===== src/verilog/flash_read_pkg.sv =====
package flash_read_pkg;

   // ------------------------------------------------------------
   // instruction codes
   // ------------------------------------------------------------
   localparam logic [7:0] OP_QUAD_IO_READ = 8'hEB;
   localparam logic [7:0] OP_QUAD_WORD_READ = 8'hE7;
   localparam logic [7:0] OP_OCTAL_WORD_READ = 8'hE3;
   localparam logic [7:0] OP_SET_WRAP = 8'h77;
   localparam logic [7:0] OP_WRAP_READ = 8'h0C;
   localparam logic [7:0] OP_SET_READ_PARAM = 8'hC0;
   localparam logic [7:0] OP_CONT_MODE_RESET = 8'hFF;

   // ------------------------------------------------------------
   // phase lengths in serial clocks (LAST values = length - 1, DUMMY values = length)
   // ------------------------------------------------------------
   localparam logic [5:0] SPI_OPC_LAST = 6'h07;
   localparam logic [5:0] QPI_OPC_LAST = 6'h01;
   localparam logic [5:0] ADDR_LAST = 6'h05;
   localparam logic [5:0] MODE_LAST = 6'h01;
   localparam logic [5:0] PARAM_LAST = 6'h01;
   localparam logic [5:0] WRAP_SET_LAST = 6'h1F;
   localparam logic [5:0] DUMMY_QUAD_READ = 6'h04;
   localparam logic [5:0] DUMMY_WORD_READ = 6'h02;
   localparam logic [5:0] DUMMY_OCTAL_READ = 6'h00;

   // ------------------------------------------------------------
   // field positions
   // ------------------------------------------------------------
   localparam int SKIP_HI = 5;
   localparam int SKIP_LO = 4;
   localparam logic [1:0] SKIP_MATCH = 2'b10;
   localparam int WRAP_DIS_POS = 4;
   localparam int WRAP_LEN_HI = 6;
   localparam int WRAP_LEN_LO = 5;
   localparam int PARAM_DUMMY_HI = 5;
   localparam int PARAM_DUMMY_LO = 4;
   localparam int PARAM_WLEN_HI = 1;
   localparam int PARAM_WLEN_LO = 0;

   // ------------------------------------------------------------
   // reset values and masks
   // ------------------------------------------------------------
   localparam logic WRAP_DIS_RST = 1'b1;
   localparam logic [1:0] WRAP_LEN_RST = 2'b00;
   localparam logic [1:0] PARAM_DUMMY_RST = 2'b00;
   localparam logic [1:0] PARAM_WLEN_RST = 2'b00;
   localparam logic [23:0] WORD_ADDR_MASK = 24'hFF_FFFE;
   localparam logic [23:0] OCTAL_ADDR_MASK = 24'hFF_FFF0;
   localparam logic [7:0] WRAP_MASK_8 = 8'h07;
   localparam logic [7:0] WRAP_MASK_16 = 8'h0F;
   localparam logic [7:0] WRAP_MASK_32 = 8'h1F;
   localparam logic [7:0] WRAP_MASK_64 = 8'h3F;

endpackage


===== src/verilog/sclk_edge.sv =====
`timescale 1ns/1ps

module sclk_edge (
   // clock and reset
   input wire logic clk_sys,
   input wire logic rst,
   // sampled pin and its edges
   input wire logic pin,
   output logic rise,
   output logic fall
);

   logic prev_q;
   logic prev_d;

   // ------------------------------------------------------------
   // previous level of the pin
   // ------------------------------------------------------------
   always_comb begin
      prev_d = pin;
   end

   always_ff @(posedge clk_sys) begin
      if (rst) begin
         prev_q <= 1'b0;
      end else begin
         prev_q <= prev_d;
      end
   end

   // edges are combinational so a phase step lands on the same cycle
   assign rise = pin & ~prev_q;
   assign fall = ~pin & prev_q;

endmodule


===== src/verilog/wrap_addr_next.sv =====
`timescale 1ns/1ps

module wrap_addr_next import flash_read_pkg::*; (
   // current address and wrap control
   input wire logic [23:0] addr,
   input wire logic wrap_en,
   input wire logic [1:0] len_sel,
   // following byte address
   output logic [23:0] next_addr
);

   logic [23:0] inc;
   logic [7:0] mask;

   // ------------------------------------------------------------
   // linear or section-confined increment
   // ------------------------------------------------------------
   always_comb begin
      inc = addr + 24'h00_0001;
      case (len_sel)
         2'b00: mask = WRAP_MASK_8;
         2'b01: mask = WRAP_MASK_16;
         2'b10: mask = WRAP_MASK_32;
         default: mask = WRAP_MASK_64;
      endcase
      // sections never exceed a page, so bits above 7 stay put
      if (wrap_en) begin
         next_addr = {addr[23:8], (addr[7:0] & ~mask) | (inc[7:0] & mask)};
      end else begin
         next_addr = inc;
      end
   end

endmodule


===== src/verilog/quad_io_read_wrap_engine.sv =====
`timescale 1ns/1ps

// Behaviour
// - quad read takes opcode, 24-bit address, mode byte, four dummies, nibble-wide.
// - data leaves four bits per clock; address steps by one each byte.
// - quad read is refused unless quad enable is set.
// - mode skip bits 10 on quad read make the next transaction opcode-free.
// - a continuous-mode reset instruction clears the captured skip state in single line command mode; its eight io0 clocks end a mode byte with skip bits 01.
// - enabled wrap keeps reads inside an aligned section until select rises.
// - word read forces address bit 0 low, two dummies, needs quad enable.
// - word read skip bits 10 let the next transaction omit its opcode.
// - octal word read forces low four address bits low, no dummies.
// - octal word read is refused unless quad enable is set.
// - octal mode byte upper nibble decides skipping, lower nibble ignored.
// - skipping octal read takes the address right after select falls.
// - set-wrap is opcode, 24 dummy bits, wrap byte, single line mode only.
// - stored wrap setting governs later quad and word reads until rewritten.
// - wrap disable bit comes up as one, so wrapping is off.
// - length select 00..11 gives 8, 16, 32 or 64 byte sections.
// - four-wire wrap read acts like fast read but wraps at section end.
// - four-wire wrap read takes length and dummies from read parameters.
// - read parameter dummy field gives 2, 4, 6, 8 clocks, default 2.
module quad_io_read_wrap_engine import flash_read_pkg::*; (
   // clock and reset
   input wire logic clk_sys,
   input wire logic rst,
   // serial pins
   input wire logic cs_n,
   input wire logic sclk,
   input wire logic [3:0] io_in,
   output logic [3:0] io_out,
   output logic [3:0] io_oe,
   // configuration levels
   input wire logic quad_io_enable,
   input wire logic four_wire_command_mode,
   // memory array
   output logic [23:0] mem_addr,
   input wire logic [7:0] mem_data,
   // status
   output logic continuous_active,
   output logic wrap_disable_bit,
   output logic [1:0] wrap_length_select,
   output logic [1:0] read_dummy_select,
   output logic [1:0] read_wrap_select,
   output logic data_phase
);

   typedef enum logic [2:0] {
      ST_OPC,
      ST_ADDR,
      ST_MODE,
      ST_DUMMY,
      ST_DATA,
      ST_WRAPSET,
      ST_PARAM,
      ST_IGNORE
   } state_t;

   // ------------------------------------------------------------
   // state
   // ------------------------------------------------------------
   state_t state_q;
   state_t state_d;
   logic [5:0] cnt_q;
   logic [5:0] cnt_d;
   logic [31:0] sr_q;
   logic [31:0] sr_d;
   logic [7:0] op_q;
   logic [7:0] op_d;
   logic [23:0] addr_q;
   logic [23:0] addr_d;
   logic nib_q;
   logic nib_d;
   logic [3:0] hold_q;
   logic [3:0] hold_d;
   logic [3:0] out_q;
   logic [3:0] out_d;
   logic oe_q;
   logic oe_d;
   logic cont_q;
   logic cont_d;
   logic wdis_q;
   logic wdis_d;
   logic [1:0] wlen_q;
   logic [1:0] wlen_d;
   logic [1:0] pdum_q;
   logic [1:0] pdum_d;
   logic [1:0] pwlen_q;
   logic [1:0] pwlen_d;

   // ------------------------------------------------------------
   // helpers
   // ------------------------------------------------------------
   logic rise;
   logic fall;
   logic [31:0] sr1;
   logic [31:0] sr4;
   logic [31:0] sr_opc;
   logic [5:0] opc_last;
   logic [5:0] dummy_need;
   logic wrap_en;
   logic [1:0] len_sel;
   logic [23:0] next_addr;
   logic [23:0] addr_mask;

   sclk_edge sclk_edge_i (
      .clk_sys(clk_sys),
      .rst(rst),
      .pin(sclk),
      .rise(rise),
      .fall(fall)
   );

   wrap_addr_next wrap_addr_next_i (
      .addr(addr_q),
      .wrap_en(wrap_en),
      .len_sel(len_sel),
      .next_addr(next_addr)
   );

   // sampling is on rising clock edges, one or four lines wide
   assign sr1 = {sr_q[30:0], io_in[0]};
   assign sr4 = {sr_q[27:0], io_in};
   assign sr_opc = four_wire_command_mode ? sr4 : sr1;
   assign opc_last = four_wire_command_mode ? QPI_OPC_LAST : SPI_OPC_LAST;

   // ------------------------------------------------------------
   // per-instruction dummy length, address alignment and wrap source
   // ------------------------------------------------------------
   always_comb begin
      dummy_need = DUMMY_OCTAL_READ;
      addr_mask = 24'hFF_FFFF;
      wrap_en = 1'b0;
      len_sel = wlen_q;
      case (op_q)
         OP_QUAD_IO_READ: begin
            dummy_need = DUMMY_QUAD_READ;
            wrap_en = ~wdis_q;
         end
         OP_QUAD_WORD_READ: begin
            dummy_need = DUMMY_WORD_READ;
            addr_mask = WORD_ADDR_MASK;
            wrap_en = ~wdis_q;
         end
         OP_OCTAL_WORD_READ: begin
            dummy_need = DUMMY_OCTAL_READ;
            addr_mask = OCTAL_ADDR_MASK;
         end
         OP_WRAP_READ: begin
            // dummies are 2 * (field + 1)
            dummy_need = {3'b000, pdum_q, 1'b0} + 6'h02;
            wrap_en = 1'b1;
            len_sel = pwlen_q;
         end
         default: begin
            dummy_need = DUMMY_OCTAL_READ;
         end
      endcase
   end

   // ------------------------------------------------------------
   // sequencer next state
   // ------------------------------------------------------------
   always_comb begin
      state_d = state_q;
      cnt_d = cnt_q;
      sr_d = sr_q;
      op_d = op_q;
      addr_d = addr_q;
      nib_d = nib_q;
      hold_d = hold_q;
      out_d = out_q;
      oe_d = oe_q;
      cont_d = cont_q;
      wdis_d = wdis_q;
      wlen_d = wlen_q;
      pdum_d = pdum_q;
      pwlen_d = pwlen_q;
      if (cs_n) begin
         // deselect ends everything; a pending skip resumes at the address
         state_d = cont_q ? ST_ADDR : ST_OPC;
         cnt_d = 6'h00;
         nib_d = 1'b0;
         oe_d = 1'b0;
      end else if (rise) begin
         case (state_q)
            ST_OPC: begin
               sr_d = sr_opc;
               cnt_d = cnt_q + 6'h01;
               if (cnt_q == opc_last) begin
                  cnt_d = 6'h00;
                  op_d = sr_opc[7:0];
                  case (sr_opc[7:0])
                     OP_QUAD_IO_READ, OP_QUAD_WORD_READ, OP_OCTAL_WORD_READ: begin
                        state_d = quad_io_enable ? ST_ADDR : ST_IGNORE;
                     end
                     OP_WRAP_READ: begin
                        state_d = four_wire_command_mode ? ST_ADDR : ST_IGNORE;
                     end
                     OP_SET_WRAP: begin
                        state_d = four_wire_command_mode ? ST_IGNORE : ST_WRAPSET;
                     end
                     OP_SET_READ_PARAM: begin
                        state_d = four_wire_command_mode ? ST_PARAM : ST_IGNORE;
                     end
                     OP_CONT_MODE_RESET: begin
                        cont_d = 1'b0;
                        state_d = ST_IGNORE;
                     end
                     default: begin
                        state_d = ST_IGNORE;
                     end
                  endcase
               end
            end
            ST_ADDR: begin
               sr_d = sr4;
               cnt_d = cnt_q + 6'h01;
               if (cnt_q == ADDR_LAST) begin
                  cnt_d = 6'h00;
                  addr_d = sr4[23:0] & addr_mask;
                  state_d = (op_q == OP_WRAP_READ) ? ST_DUMMY : ST_MODE;
               end
            end
            ST_MODE: begin
               sr_d = sr4;
               cnt_d = cnt_q + 6'h01;
               if (cnt_q == MODE_LAST) begin
                  cnt_d = 6'h00;
                  // only the skip bits count; the low nibble is don't care
                  cont_d = (sr4[SKIP_HI:SKIP_LO] == SKIP_MATCH);
                  state_d = (dummy_need == 6'h00) ? ST_DATA : ST_DUMMY;
               end
            end
            ST_DUMMY: begin
               cnt_d = cnt_q + 6'h01;
               if (cnt_q == dummy_need - 6'h01) begin
                  cnt_d = 6'h00;
                  state_d = ST_DATA;
               end
            end
            ST_WRAPSET: begin
               sr_d = sr1;
               cnt_d = cnt_q + 6'h01;
               // early deselect drops the partial word without effect
               if (cnt_q == WRAP_SET_LAST) begin
                  cnt_d = 6'h00;
                  wdis_d = sr1[WRAP_DIS_POS];
                  wlen_d = sr1[WRAP_LEN_HI:WRAP_LEN_LO];
                  state_d = ST_IGNORE;
               end
            end
            ST_PARAM: begin
               sr_d = sr4;
               cnt_d = cnt_q + 6'h01;
               if (cnt_q == PARAM_LAST) begin
                  cnt_d = 6'h00;
                  pdum_d = sr4[PARAM_DUMMY_HI:PARAM_DUMMY_LO];
                  pwlen_d = sr4[PARAM_WLEN_HI:PARAM_WLEN_LO];
                  state_d = ST_IGNORE;
               end
            end
            ST_DATA, ST_IGNORE: begin
               state_d = state_q;
            end
            default: begin
               state_d = ST_IGNORE;
            end
         endcase
      end else if (fall && (state_q == ST_DATA)) begin
         // high nibble first; the low nibble is held so the array may move on
         oe_d = 1'b1;
         nib_d = ~nib_q;
         if (!nib_q) begin
            out_d = mem_data[7:4];
            hold_d = mem_data[3:0];
         end else begin
            out_d = hold_q;
            addr_d = next_addr;
         end
      end
   end

   // ------------------------------------------------------------
   // registers
   // ------------------------------------------------------------
   always_ff @(posedge clk_sys) begin
      if (rst) begin
         state_q <= ST_OPC;
         cnt_q <= 6'h00;
         sr_q <= 32'h0000_0000;
         op_q <= 8'h00;
         addr_q <= 24'h00_0000;
         nib_q <= 1'b0;
         hold_q <= 4'h0;
         out_q <= 4'h0;
         oe_q <= 1'b0;
         cont_q <= 1'b0;
         wdis_q <= WRAP_DIS_RST;
         wlen_q <= WRAP_LEN_RST;
         pdum_q <= PARAM_DUMMY_RST;
         pwlen_q <= PARAM_WLEN_RST;
      end else begin
         state_q <= state_d;
         cnt_q <= cnt_d;
         sr_q <= sr_d;
         op_q <= op_d;
         addr_q <= addr_d;
         nib_q <= nib_d;
         hold_q <= hold_d;
         out_q <= out_d;
         oe_q <= oe_d;
         cont_q <= cont_d;
         wdis_q <= wdis_d;
         wlen_q <= wlen_d;
         pdum_q <= pdum_d;
         pwlen_q <= pwlen_d;
      end
   end

   // ------------------------------------------------------------
   // outputs
   // ------------------------------------------------------------
   assign io_out = out_q;
   assign io_oe = {4{oe_q}}; // drives only after the first data falling edge
   assign mem_addr = addr_q;
   assign continuous_active = cont_q;
   assign wrap_disable_bit = wdis_q;
   assign wrap_length_select = wlen_q;
   assign read_dummy_select = pdum_q;
   assign read_wrap_select = pwlen_q;
   assign data_phase = (state_q == ST_DATA);

endmodule


===== config.mk =====
export PLATFORM = sky130hd
export DESIGN_NAME = quad_io_read_wrap_engine
export DESIGN_NICKNAME = d
export VERILOG_FILES = /design/src/verilog/flash_read_pkg.sv /design/src/verilog/sclk_edge.sv /design/src/verilog/wrap_addr_next.sv /design/src/verilog/quad_io_read_wrap_engine.sv
export SDC_FILE = /design/constraint.sdc
export NUM_CORES = 1
export LEC_CHECK = 0
export BUFFER_PORTS_ARGS = -buffer_cell sky130_fd_sc_hd__buf_2
export CAP_MARGIN = 5
export CORE_MARGIN = 2
export CORE_UTILIZATION = 25
export CTS_CLUSTER_DIAMETER = 150
export DETAILED_ROUTE_END_ITERATION = 16
export GPL_ROUTABILITY_DRIVEN = 0
export SLEW_MARGIN = 20
export SYNTH_ARGS = -nofsm -noshare
export SYNTH_HDL_FRONTEND = slang
export SYNTH_SLANG_ARGS = --single-unit
export TNS_END_PERCENT = 1

===== constraint.sdc =====
create_clock -name clk_sys -period 4.29 [get_ports clk_sys]
set_input_delay 0.2145 -clock clk_sys [delete_from_list [all_inputs] [get_ports clk_sys]]
set_output_delay 0.2145 -clock clk_sys [all_outputs]
set_load 0.01 [all_outputs]

Word level (Yosys, flattened, before mapping)
Index checks and enable logic that the tools add are counted.
Widths: inputs -> output; s select.
{"block": "word_totals", "latch_bits": 0, "n_memories": 0, "out_inout_bits": 41, "rom_bits": 0, "regBits": 80, "ramBits": 0, "in_bits": 18, "elab_cells": 142}
{"block": "op_classes", "div": 0, "n_mux": 42, "mul": 0, "shift": 0, "eq_ne": 39, "add_sub_neg": 4, "n_lt_le_gt_ge": 0, "n_reduce_logical": 28, "bitwise": 13}
{"operator": "$mux 24", "n": 6}
{"operator": "$eq 8x8->1 const B", "n": 8}
{"operator": "$pmux 20 s3", "n": 1}
{"operator": "$mux 3", "n": 12}
{"operator": "$mux 6", "n": 5}
{"operator": "$pmux 6 s5", "n": 1}
{"operator": "$add 24x1->24 const B", "n": 1}
{"operator": "$and 24x24->24", "n": 1}
{"operator": "$mux 20", "n": 1}
{"operator": "$ne 3x3->1 const B", "n": 6}
{"operator": "$pmux 3 s6", "n": 1}
{"operator": "$pmux 6 s3", "n": 1}
{"operator": "$eq 8x4->1 const B", "n": 2}
{"operator": "$reduce_and 4->1", "n": 4}
{"operator": "$eq 3x3->1 const B", "n": 4}
{"operator": "$pmux 3 s4", "n": 1}
{"operator": "$pmux 4 s3", "n": 1}
{"operator": "$reduce_and 6->1", "n": 2}
{"operator": "$and 8x6->8", "n": 1}
{"operator": "$and 8x8->8", "n": 1}
{"operator": "$eq 8x7->1 const B", "n": 1}
{"operator": "$ne 2x2->1 const B", "n": 4}
{"operator": "$not 6->8", "n": 1}
{"operator": "$or 8x8->8", "n": 1}
{"operator": "other kinds (33)", "n": 59}

Depth between registers and ports, before layout
{"block": "logic_depth", "depth_word": 11, "ltp_mapped": 13, "depth_no_buf": 12}

Hierarchy
A second synthesis with hierarchy kept.
{"block": "hier_totals", "cells_unflattened": 575, "area_unflattened_um2": 4855.9}
{"module": "quad_io_read_wrap_engine", "cells_per_inst": 505, "area_each_um2": 4337.9, "seq_area_each_um2": 1581.5, "instances": 1}
{"module": "wrap_addr_next", "cells_per_inst": 66, "area_each_um2": 479.2, "seq_area_each_um2": 0.0, "instances": 1}
{"module": "sclk_edge", "cells_per_inst": 4, "area_each_um2": 38.8, "seq_area_each_um2": 20.0, "instances": 1}

Worst setup path before layout
OpenSTA, ideal clock, no wires.
{"block": "synth_timing", "path_kind": "reg-to-reg", "startpoint": "reg op_q[3]", "endpoint": "reg state_q[2]", "path_buffers": 1, "arrival_time_ns": 3.476, "t_required_ns": 4.157, "synth_period_minus_slack_ns": 3.608, "setup_time_ns": 0.133, "path_stages_with_launch": 14, "path_slack_ns": 0.682, "path_cell_list": "dfxtp_1 > buf_4 > or4b_4 > nor2_1 > a21oi_1 > ha_1 > ha_1 > xnor2_1 > or4_1 > a211o_1 > o211ai_2 > nand3_1 > a2111oi_0 > nor3b_1"}
{"block": "synth_between", "elab_chain_cells": 8, "word_cells_on_any_way": 14, "classes_between": "add/sub: 1; eq/ne: 5; mux: 6; reduce/logical: 2"}
{"element": "from (decl)", "line": "quad_io_read_wrap_engine.sv:68", "text": "logic [7:0] op_q;"}
{"element": "from (signal assigned)", "line": "quad_io_read_wrap_engine.sv:307", "text": "op_q <= op_d;"}
{"element": "$eq 8x4->1 or $eq 8x8->1 (tied branches)", "line": "quad_io_read_wrap_engine.sv:135", "text": "case (op_q)"}
{"element": "$pmux 4 s3 (*)", "line": "quad_io_read_wrap_engine.sv:135"}
{"element": "branches (longest 6 deep; another with $sub 6x1->6)"}
{"element": "to (signal assigned)", "line": "quad_io_read_wrap_engine.sv:304", "text": "state_q <= state_d;"}
{"element": "to (decl)", "line": "quad_io_read_wrap_engine.sv:62", "text": "state_t state_q;"}
Every way passes the cells marked *. The select of a mux whose other input is x is not followed.
A chain may end at the register's enable or synchronous reset.

Final worst setup path
Same ends and word-level chain as after synthesis.

==> impl_metrics.toml <==
[global_routing]
grt_pass1_vias = 4232
track_usage = 0.140
grt_pass1_wl_mm = 23.0
overflow = 0
antenna_found_initial = 0
grt_max_degree = 43

[logic_synthesis]
ys_async_sr_fraction = 0
synth_top_cell_by_area = "dfxtp_1"
netlist_area_um2 = 4840
synth_area_leaders = "dfxtp_1 33%, mux2i_1 8.7%, nor2_1 7.5%"
synth_top_area_share = 0.331
synth_cell_types = 61
synth_seq_cells = 80
synthTopCellsByCount = "97 x nor2_1, 80 x dfxtp_1, 43 x clkbuf_1, 42 x mux2i_1, 42 x nand2_1"
synth_edf_count = 0
ys_seq_area_frac = 0.331
synth_most_common_cell = "nor2_1"
syn_area_per_cell_um2 = 7.76
ys.flop_type = "dfxtp_1"
syn_nets = 648
synthCells = 623
yosysWarnings = 0

[critical_path]
r2r_start = "op_q[3]"
path_max_fanout = 8
path_common_cell = "ha_1"
worstPathCellList = "or4b_4 -> nor3_1 -> nor2_1 -> ha_1 -> ha_1 -> xnor2_1 -> or4_1 -> a211o_1 -> o211ai_2 -> nand3_1 -> a2111oi_0 -> nor3b_1"
crit_slowest_cell = "or4b_4"
worstReg2RegEnd = "state_q[2]"
required_ns = 4.51
reg2reg_slack_ns = 0.48
ff2ff_path_depth = 12
crit_type = "flip-flop to flip-flop"
end_kind = "flip-flop"
cp-start-kind = "flip-flop"
max_stage_delay_ns = 0.53
cp.arrival_ns = 4.03

[worst_hold_path]
min_path_type = "primary input to flip-flop"
holdPathEnd = "hold_q[1]"
hp-start = "mem_data[1]"
min_path_cells = 3

[floorplan]
num_io_pins = 59
die_w_um = 143
die_height_um = 143
die_area_um2 = 20500
core_area_um2 = 18800
fp-row-count = 50
initial_core_util = 0.257

[cts]
cts_sinks = 80
clk_pin_slew_ns = 0.06
cts_resized = 0
clk_latency_ns = 0.34
post_cts.repair.setup_buffers = 0
cts_made_buffers = 9
ctsLongestPathBuffers = 2
ctsHtreeMaxLevel = 3
cts-hold-fix-buffers = 0
cts_tree = "built"
clockRootBuffer = "clkbuf_16"

[routing]
dr_total_vias = 4583
via_per_inst = 5.04
drcViolationCount = 0
drt-initial-drc-count = 398
first_pass_iters = 5
totalWireLength_mm = 14.0
wire_per_inst_um = 15.4
ant_nets = 0

[timing]
setup_viol = 0
worst_clock_skew_ns = 0.00961
hold_viol = 0
timing.fmax_mhz = 263
slew_viol_final = 0
setup_tns_ns = 0
rsz0062_at_grt = "no"
period_minus_slack_ns = 3.81
min_period_over_period = 0.888
tightest_slew_ns = 1.00
relSlewSlack = 0.333

[power]
power.density_nw_per_um2 = 306
p_leak_nw = 2.01
ir_drop_mv = 0.174

[placement]
port_buffers = 58
hpwl_mm = 9.81
placedCellCount = 894

[finish]
seqCellArea_um2 = 1600
drive_gt1_frac = 0.154
syn_to_final_growth_pct = 15.5
nNetsFinal = 670
final_cells = 910
antenna_cells = 0
fillers = 2042
multi_input_area_um2 = 2970

[status]
outcome = "finished, final reports clean"

[run]
drv_cap = 0
-- routing by layer --
layer  wire length (um)  share of wire  up-vias  global-route usage
li1                   -              -     2322                   -
met5                  0              0        -                   0
met1               6760           0.48     2151               0.194
met4                161          0.011        0              0.0281
met2               6540           0.47      100               0.224
met3                552          0.039       10              0.0332
-- layout make-up --
type	count	area share
clock buffers	11	0.0434
clock inverters	5	0.00963
inverters	11	0.00739
multi-input cells	476	0.531
flip-flops and latches	80	0.287
well taps	260	0.0582
repair buffers	67	0.0640
-- layout by cell type (no fill, tap or decap), types with 3 or more instances in the layout --
cell and count:
a211o_1 3, a211oi_1 39, a21boi_0 3, a21o_1 4, a21oi_1 38, a22oi_1 6
a31oi_1 5, and3_1 4, buf_2 58, buf_4 9, clkbuf_16 9, clkinv_2 3
dfxtp_1 80, ha_1 7, inv_1 11, mux2i_1 42, nand2_1 42, nand2b_1 3
nand3_1 21, nand4_1 6, nor2_1 96, nor3_1 26, nor3b_1 9, nor4_1 6
nor4b_1 3, o211ai_1 10, o21ai_0 30, o22ai_1 5, o31ai_1 4, or3_1 3
or4_1 5, xnor2_1 7, xor2_1 5
-- report_power, final --
group	switching [mW]	total, mW	leakage, nW	internal, mW
clock network	0.319	0.785	0.150	0.466
registers	0.0263	0.783	0.648	0.757
logic	0.0875	0.141	1.21	0.0532
-- registers in the layout (all words and copies together), names as in the netlist, named ones only --
signal and cells:
cnt_q 6, continuous_active 1, hold_q 4, io_out 4
mem_addr 21, nib_q 1, oe_q 1, op_q 8
read_dummy_select 2, read_wrap_select 2, sclk_edge_i.prev_q 1, sr_q 20
state_q 3, wrap_disable_bit 1, wrap_length_select 2
-- worst max-delay path: cells and delay by family, from the launching register on --
| family | cells | cell delay, ns |
|---|---|---|
| AO/OA/AOI/OAI | 3 | 0.95 |
| XOR/XNOR | 1 | 0.14 |
| adder cells (fa/ha/maj) | 2 | 0.50 |
| flip-flops | 1 | 0.46 |
| AND/OR/NAND/NOR | 6 | 1.64 |
-- per-stage QoR --
| stage | hold slack [ns] | cell area [um2] | setup slack [ns] | power, mW | util |
|---|---|---|---|---|---|
| after floorplan | 0.343 | 4840 | 0.682 | 0.897 | - |
| after global placement | 0.455 | 5290 | 0.599 | 0.939 | 0.281 |
| after detailed placement | 0.461 | 5290 | 0.515 | 0.939 | 0.281 |
| after CTS | 0.0968 | 5590 | 0.499 | 1.73 | 0.297 |
| after global routing | 0.126 | 5590 | 0.212 | 1.78 | 0.297 |
| final | 0.104 | 5590 | 0.482 | 1.71 | 0.297 |
-- logic make-up (layout without fill, tap and decap cells) --
kind of cell / after synthesis / count (layout) / synth area share
buffers and inverters: 67 / 94 / 0.0587
DFF: 80 / 80 / 0.331
muxes: 43 / 43 / 0.0893
AOI/OAI and AO/OA: 168 / 168 / 0.229
xor gates and xnor gates: 12 / 12 / 0.0217
and+or+nand+nor: 246 / 246 / 0.252
adders and majority gates: 7 / 7 / 0.0181
-- how the worst max path moves through the flow --
| stage | startpoint | to | slack [ns] | cells past startpoint |
|---|---|---|---|---|
| floorplan | op_q[3] | state_q[2] | 0.68 | 13 |
| global placement | op_q[3] | state_q[2] | 0.60 | 12 |
| detailed placement | op_q[3] | state_q[1] | 0.51 | 12 |
| CTS | op_q[3] | state_q[1] | 0.50 | 12 |
| global route | op_q[3] | state_q[2] | 0.21 | 12 |
| finish | op_q[3] | state_q[2] | 0.48 | 12 |
(Power assumes the default switching activity.)
